## src/bld_pkg.sv

```systemverilog
// Purpose: shared constants and types for the boost led driver control
// Assumes: 100 MHz system clock
// Notes:   references are expressed as digital codes in microvolts
package bld_pkg;
  localparam int unsigned CLK_HZ          = 100_000_000;
  localparam int unsigned SW_FREQ_HZ      = 600_000;
  localparam int unsigned SW_PERIOD_CYC   = CLK_HZ / SW_FREQ_HZ;
  localparam int unsigned SW_CNT_W        = 8;
  localparam int unsigned OVP_CYCLES      = 8;
  localparam int unsigned OVP_CNT_W       = 4;
  localparam int unsigned SD_TIME_US      = 2500;
  localparam int unsigned SD_TIME_CYC     = (SD_TIME_US * (CLK_HZ / 1_000_000));
  localparam int unsigned LOW_CNT_W       = 20;
  localparam int unsigned REF_W           = 16;
  localparam int unsigned REF_FULL_UV     = 300_000;
  localparam int unsigned REF_OFFSET_UV   = 850;
  localparam int unsigned REF_UV_W        = 20;
  localparam int unsigned FILT_SHIFT      = 14;
  localparam int unsigned FILT_W          = REF_UV_W + FILT_SHIFT;
  localparam int unsigned SS_STEP_UV      = 1;
  localparam int unsigned SS_W            = 20;

  typedef enum logic [1:0] {
    BLD_OFF,
    BLD_RUN,
    BLD_OVP_LATCH
  } bld_state_t;

  typedef struct packed {
    logic supply_undervoltage_lockout;
    logic otp;
    logic ovp;
  } bld_faults_t;

  typedef struct packed {
    logic [REF_UV_W-1:0] ref_uv;
    logic [SS_W-1:0]     ea_limit_uv;
  } bld_ref_t;
endpackage

```

## src/bld_control.sv

```systemverilog
// Purpose: enable sequencing, fault handling, switching cycle, dimming reference
// Assumes: comparator inputs synchronous to i_clk; i_reset_n synchronous
// Notes:   analog filter and error amplifier modelled as digital codes in uV
// Notes on behaviour
// - switching period derived from 600 kHz at system clock rate
// - switch turns on at cycle start, off when current reaches threshold
// - over-voltage seen eight consecutive cycles turns switch off and shuts down
// - over-voltage shutdown stays latched until enable goes low then high
// - shutdown only after enable input stays low longer than 2.5 ms
// - constant high enable gives full 300 mV regulation target
// - reference gated by dimming phases then low-pass filtered into amplifier
// - target equals duty times 300 mV plus 0.85 mV offset
// - reference depends on input timing only, never its voltage level
// - undervoltage turns switch off, state stays run, and blocks start from off; resumes automatically when it clears
// - over-temperature turns switch off, state stays run; resumes automatically when it clears
// - long low enable inhibits switching and enters reduced-current state
// - enable high with supply good activates switching and soft-start
// - amplifier output ramps slowly after each enable
`timescale 1ns/10ps
module bld_control
  import bld_pkg::*;
#(
  parameter int unsigned SD_CYC = SD_TIME_CYC
) (
  // clock and reset
  input  wire logic                i_clk,
  input  wire logic                i_reset_n,
  // host dimming and enable
  input  wire logic                i_dim_enable,
  // analog indications
  input  wire logic                i_current_at_limit,
  input  wire logic                i_switch_overvoltage,
  input  wire logic                i_supply_undervoltage_lockout,
  input  wire logic                i_over_temperature,
  // power stage and references
  output logic                     o_switch_on,
  output logic                     o_active,
  output logic                     o_low_power,
  output logic [REF_UV_W-1:0]      o_ref_uv,
  output logic [SS_W-1:0]          o_ea_limit_uv,
  output bld_faults_t              o_faults
);

  bld_state_t           state;
  bld_state_t           next_state;
  logic [SW_CNT_W-1:0]  sw_cnt;
  logic [SW_CNT_W-1:0]  next_sw_cnt;
  logic                 sw_on;
  logic                 next_sw_on;
  logic                 cyc_ovp;
  logic                 next_cyc_ovp;
  logic [OVP_CNT_W-1:0] ovp_cnt;
  logic [OVP_CNT_W-1:0] next_ovp_cnt;
  logic [LOW_CNT_W-1:0] low_cnt;
  logic [LOW_CNT_W-1:0] next_low_cnt;
  logic                 shut;
  logic                 next_shut;
  logic                 dim_q;
  logic [FILT_W-1:0]    filt;
  logic [FILT_W-1:0]    next_filt;
  logic [SS_W-1:0]      ss;
  logic [SS_W-1:0]      next_ss;
  bld_faults_t          faults;
  bld_ref_t             refs;
  bld_ref_t             next_refs;
  logic                 run_ok;
  logic                 cyc_end;
  logic [REF_UV_W-1:0]  chopped;

  // supply or heat faults stop switching but leave the state in run
  always_comb begin
    run_ok  = (state == BLD_RUN) && !i_supply_undervoltage_lockout && !i_over_temperature;
    cyc_end = (sw_cnt == SW_CNT_W'(SW_PERIOD_CYC - 1));
  end

  // low time of the enable input; short lows are only dimming phases
  always_comb begin
    next_low_cnt = low_cnt;
    next_shut    = shut;
    if (i_dim_enable && !dim_q) begin
      next_low_cnt = '0;
      next_shut    = 1'b0;
    end else if (!i_dim_enable) begin
      if (low_cnt < LOW_CNT_W'(SD_CYC)) begin
        next_low_cnt = low_cnt + 1'b1;
      end else begin
        next_shut = 1'b1;
      end
    end
  end

  always_ff @(posedge i_clk) begin
    if (!i_reset_n) begin
      low_cnt <= '0;
      shut    <= 1'b1;
      dim_q   <= 1'b0;
    end else begin
      low_cnt <= next_low_cnt;
      shut    <= next_shut;
      dim_q   <= i_dim_enable;
    end
  end

  // switching cycle and count of over-voltage cycles
  always_comb begin
    next_sw_cnt  = cyc_end ? '0 : sw_cnt + 1'b1;
    next_sw_on   = sw_on;
    next_cyc_ovp = cyc_ovp | i_switch_overvoltage;
    next_ovp_cnt = ovp_cnt;
    if (!run_ok) begin
      next_sw_on   = 1'b0;
      next_sw_cnt  = '0;
      next_cyc_ovp = 1'b0;
      next_ovp_cnt = '0;
    end else if (cyc_end) begin
      next_sw_on   = 1'b1;
      next_cyc_ovp = 1'b0;
      if (cyc_ovp | i_switch_overvoltage) begin
        next_ovp_cnt = ovp_cnt + 1'b1;
      end else begin
        next_ovp_cnt = '0;
      end
    end else if (i_current_at_limit) begin
      next_sw_on = 1'b0;
    end
    // the last bad cycle drops the gate on the same edge that latches
    if ((state == BLD_RUN) && (next_ovp_cnt >= OVP_CNT_W'(OVP_CYCLES))) begin
      next_sw_on = 1'b0;
    end
  end

  always_ff @(posedge i_clk) begin
    if (!i_reset_n) begin
      sw_cnt  <= '0;
      sw_on   <= 1'b0;
      cyc_ovp <= 1'b0;
      ovp_cnt <= '0;
    end else begin
      sw_cnt  <= next_sw_cnt;
      sw_on   <= next_sw_on;
      cyc_ovp <= next_cyc_ovp;
      ovp_cnt <= next_ovp_cnt;
    end
  end

  // operating state
  always_comb begin
    next_state = state;
    case (state)
      BLD_OFF: begin
        if (!next_shut && i_dim_enable && !i_supply_undervoltage_lockout) begin
          next_state = BLD_RUN;
        end
      end
      BLD_RUN: begin
        if (next_ovp_cnt >= OVP_CNT_W'(OVP_CYCLES)) begin
          next_state = BLD_OVP_LATCH;
        end else if (next_shut) begin
          next_state = BLD_OFF;
        end
      end
      BLD_OVP_LATCH: begin
        // only a low on the enable releases the latch to off; a later high restarts
        if (!i_dim_enable) begin
          next_state = BLD_OFF;
        end
      end
      default: next_state = BLD_OFF;
    endcase
  end

  always_ff @(posedge i_clk) begin
    if (!i_reset_n) begin
      state  <= BLD_OFF;
      faults <= '0;
    end else begin
      state  <= next_state;
      faults <= '{supply_undervoltage_lockout: i_supply_undervoltage_lockout, otp: i_over_temperature,
                  ovp: (next_state == BLD_OVP_LATCH)};
    end
  end

  // dimming reference and soft-start ramp
  always_comb begin
    // reference chopped by logic level of input only
    chopped = i_dim_enable ? REF_UV_W'(REF_FULL_UV) : '0;
    // first-order filter; settles to duty times full scale
    next_filt = filt - (filt >> FILT_SHIFT) + FILT_W'(chopped);
    if (state != BLD_RUN) begin
      next_ss = '0;
    end else if (ss < SS_W'(REF_FULL_UV)) begin
      next_ss = ss + SS_W'(SS_STEP_UV);
    end else begin
      next_ss = ss;
    end
    next_refs.ref_uv      = REF_UV_W'(filt >> FILT_SHIFT) + REF_UV_W'(REF_OFFSET_UV);
    next_refs.ea_limit_uv = ss;
  end

  always_ff @(posedge i_clk) begin
    if (!i_reset_n) begin
      filt <= '0;
      ss   <= '0;
      refs <= '0;
    end else begin
      filt <= next_filt;
      ss   <= next_ss;
      refs <= next_refs;
    end
  end

  assign o_switch_on   = sw_on;
  assign o_active      = (state == BLD_RUN);
  assign o_low_power   = (state != BLD_RUN);
  assign o_ref_uv      = refs.ref_uv;
  assign o_ea_limit_uv = refs.ea_limit_uv;
  assign o_faults      = faults;
endmodule

```

## config.mk

```make
export PLATFORM = sky130hd
export DESIGN_NAME = bld_control
export DESIGN_NICKNAME = d
export VERILOG_FILES = /design/src/bld_pkg.sv /design/src/bld_control.sv
export SDC_FILE = /design/constraint.sdc
export NUM_CORES = 1
export LEC_CHECK = 0
export BUFFER_PORTS_ARGS = -buffer_cell sky130_fd_sc_hd__buf_2
export CORE_MARGIN = 3
export CORE_UTILIZATION = 45
export CTS_BUF_LIST = sky130_fd_sc_hd__clkbuf_16
export CTS_CLUSTER_DIAMETER = 50
export DETAILED_ROUTE_END_ITERATION = 6
export GPL_TIMING_DRIVEN = 0
export PLACE_DENSITY = 0.67
export SKIP_LAST_GASP = 1
export SYNTH_ARGS = -nofsm -noshare
export SYNTH_HDL_FRONTEND = slang
export SYNTH_SLANG_ARGS = --single-unit
```

## constraint.sdc

```tcl
create_clock -name i_clk -period 5.1 [get_ports i_clk]
set_clock_uncertainty 0.05 [all_clocks]
set_input_delay 0.51 -clock i_clk [delete_from_list [all_inputs] [get_ports i_clk]]
set_output_delay 0.51 -clock i_clk [all_outputs]
set_load 0.005 [all_outputs]
```

==> summary.md <==
| Metric | Value |
|---|---|
| Largest area contributor in the netlist | `dfxtp_1` |
| Post-DP HPWL | `11,300 um` |
| Clk_lat worst skew | `0.42 ns` |
| Clock Tree Root | `clkbuf_16` |
| Most common cell after layout, fill and taps aside | `dfxtp_1` |
| Clock Power Share | `22.5%` |
| Max cap viols | `0` |
| Critical Path Max Stage Delay | `0.62 ns` |
| Layout cells sized above 1 | `10.8%` |
| Synthesized area | `6940 um2` |
| Final Worst Setup Slack | `1.16 ns` |
| Stages on the worst setup path | `14` |
| Wire length of the first global-routing pass | `24,300 um` |
| Final min period | `3.94 ns` |
| Die Y | `130 um` |
| Overall die width | `130 um` |
| CTS Hold Bufs | `0` |
| DR iter-0 viols | `296` |
| Worst hold slack | `0.332 ns` |
| Vias | `5,375` |
| Nets | `937` |
| Total CTS buffers | `17` |
| Worst setup SP type | `input pin` |
| Crit Reg-Reg Startpoint | `filt[15]$_SDFF_PN0_` |
| Avg WL per Cell | `14.1 um` |
| All-Layer GR Usage | `18.4%` |
| Setup TNS | `0 ns` |
| Syn_nets | `866` |
| Worst-Margin Slew | `0.678 ns` |
| Power Dens Cells | `675 nW/um2` |
| Detailed Routing Iterations Pass 1 | `4` |
| RePlAce Congestion | `0.916` |
| CP bufs+invs | `4` |
| CP most frequent cell | `inv_1` |
| Share of the synthesized area in the top cell type | `38.9%` |
| Synth Flop Type | `dfxtp_1` |
| RSZ-0062 raised after global routing | `no` |
| Grt ovf | `0` |
| CP Cell Sequence | `buf_2 -> clkbuf_1 -> inv_1 -> fa_1 -> inv_1 -> ha_1 -> and3_1 -> a221oi_2 -> o211a_1 -> o21ai_1 -> a311oi_1 -> o31ai_1 -> xnor2_1 -> nor2_1` |
| Slowest library cell on the worst path | `fa_1` |
| Final Hold Vio Count | `0` |
| Post-synthesis async set-or-reset flop share | `0%` |
| Clock sink total | `135` |
| H-tree depth | `4` |
| Starting density of the core | `46.9%` |
| Worst reg2reg setup slack | `1.69 ns` |
| Port Buffers | `52` |
| CP delay by family, top | `compound AO/OA/AOI/OAI gates` |
| Final-report setup violation count | `0` |
| Peak VDD IR | `0.281 mV` |
| Initial antenna violation count | `0` |
| Remaining DRCs | `0` |
| Sequential power share | `25.7%` |
| CTS resizes | `0` |
| Switching part of the total | `40.3%` |
| Commonest non-fill, non-tap cells in the layout | `dfxtp_1 (135), nor2_1 (117), ha_1 (63), nand2_1 (57), inv_1 (53)` |
| CTS Buffer Depth | `2` |
| Worst Hold Class | `in2reg` |
| Number of synthesized flops with an enable pin | `0` |
| TritonCTS clock tree | `built` |
| Cell row count | `44` |
| Post-Place Cell Area | `7430 um2` |
| Largest net degree at the start of global routing | `17` |
| Slew margin rel. | `54.5%` |
| Ys Warns | `0` |
| N_diodes | `0` |
| Required @ worst endpoint | `5.33 ns` |
| Die area | `17,000 um2` |
| Setup Buffers After CTS | `0` |
| Worst setup endpoint | `filt[31]$_SDFF_PN0_` |
| Cell count after synthesis | `787` |
| Sequential share of the synthesized area | `38.9%` |
| Reg clk slew, reported paths | `0.06 ns` |
| Logic gate share of total power | `51.7%` |
| Signal arrival time at the worst endpoint | `4.18 ns` |
| CORE AREA | `14,800 um2` |
| CP endpoint kind | `register` |
| Avg Cell Area, Syn | `8.82 um2` |
| Slew Limit Fails | `0` |
| DRT antenna net count | `0` |
| Top post-synthesis cells by area | `dfxtp_1 (39%), ha_1 (11%), nor2_1 (6.3%), xnor2_1 (5.2%), xor2_1 (3.8%)` |
| Crit path max fanout | `8` |
| Tcrit/Tclk final | `77.3%` |
| Synth Register Bits | `135` |
| Critical Setup Path Class | `in2reg` |
| P_leak | `0.00356 uW` |
| Status | `finished clean` |
| Final Util | `54.1%` |
| R2R depth | `12` |
| DR vias/cell | `5.10` |
| Peak Freq | `254 MHz` |
| I/O Pins | `53` |
| Net Switching | `2180 uW` |
| Number of global-route vias before repair | `4,963` |
| Synth unique cells | `57` |
| Final WL | `14,900 um` |
| CP Launch Point | `i_dim_enable` |
| Area grow syn2layout | `15.5%` |
| Internal power | `3230 uW` |
| RR Endpoint | `filt[31]$_SDFF_PN0_` |
| Dpl ws | `0.733 ns` |
| Final Instance Area | `8020 um2` |
[cells by family after synthesis]
logic type      share of synthesized area [%]
compound gates                           12.4
xor+xnor                                 8.96
mux                                      1.15
fa+ha+maj                                14.0
buf+inv                                  3.78
simple gates                             20.8
flops                                    38.9
[state kept, by name, summed over array words and instances (netlist names), 2 cells and up]
signal and count:
low_cnt 20, state 2, ss 20, o_faults 3
o_ref_uv 20, filt 34, sw_cnt 8, o_ea_limit_uv 20
ovp_cnt 4
[final cells by class]
type	count	area (um2)
clock buffer	17	425
buffer	18	67.6
tap	184	230
sequential	135	2700
clock inverter	14	160
inverter	52	195
timing repair buffer	52	260
fill	1361	6790
multi-input combinational	582	3980
[power groups by stage]
stage / clock network (uW) / logic, uW / registers (uW)
after floorplan: 0 / 2210 / 1370
after global placement: 0 / 2730 / 1410
after detailed placement: 0 / 2760 / 1410
after CTS: 1240 / 2780 / 1390
after global routing: 1290 / 3190 / 1410
final: 1220 / 2800 / 1390
[layer usage]
| metal | track usage (%) | up-vias | wire [um] |
|---|---|---|---|
| met5 | 0 | - | 0 |
| li1 | - | 2800 | - |
| met4 | 7.27 | 0 | 272 |
| met2 | 27.9 | 77 | 6610 |
| met3 | 4.09 | 24 | 477 |
| met1 | 25.5 | 2474 | 7530 |
[tightest hold or removal path: stages]
cell,delay (ns)
buf_2,0.13
inv_1,0.07
nor2_1,0.05
[cells in the mapped netlist (2+ instances only)]
cell      instances
o31ai_1           5
and3_1           16
ha_1             63
and2_1           27
nor2_1          117
nor3_2            2
o21ai_0          32
nor2b_1           6
inv_1            51
xnor2_1          41
a31oi_1           6
a21boi_0          3
nand2_1          57
a21oi_1          44
xor2_1           30
o21ai_1           2
a21o_1           16
nand4_1           7
fa_1              9
dfxtp_1         135
nand3_1          22
or2_2             2
nor4_1            3
mux2i_1           8
nor3_1            7
o211a_1           3
clkbuf_1         18
nand2b_1         10
o21bai_1          6
or3_1            11
nor3b_1           2
[per-stage QoR]
stage	instances	total power (uW)
after floorplan	787	3570
after global placement	1023	4140
after detailed placement	1023	4180
after CTS	1054	5420
after global routing	1054	5890
final	1054	5410
[worst min-delay path by stage]
stage                                             start                        to  slack (ns)  cells past startpoint
final                     i_supply_undervoltage_lockout    o_faults[2]$_SDFF_PN0_        0.33                      3
after detailed placement       low_cnt[19]$_SDFFE_PP0P_  low_cnt[19]$_SDFFE_PP0P_        0.37                      2
after global placement         low_cnt[19]$_SDFFE_PP0P_  low_cnt[19]$_SDFFE_PP0P_        0.37                      2
after global routing                 i_current_at_limit  o_switch_on$_SDFFE_PP0P_        0.32                      3
after floorplan                low_cnt[18]$_SDFFE_PP0P_  low_cnt[18]$_SDFFE_PP0P_        0.36                      2
after CTS                            i_current_at_limit  o_switch_on$_SDFFE_PP0P_        0.32                      3
(Power assumes the default switching activity.)
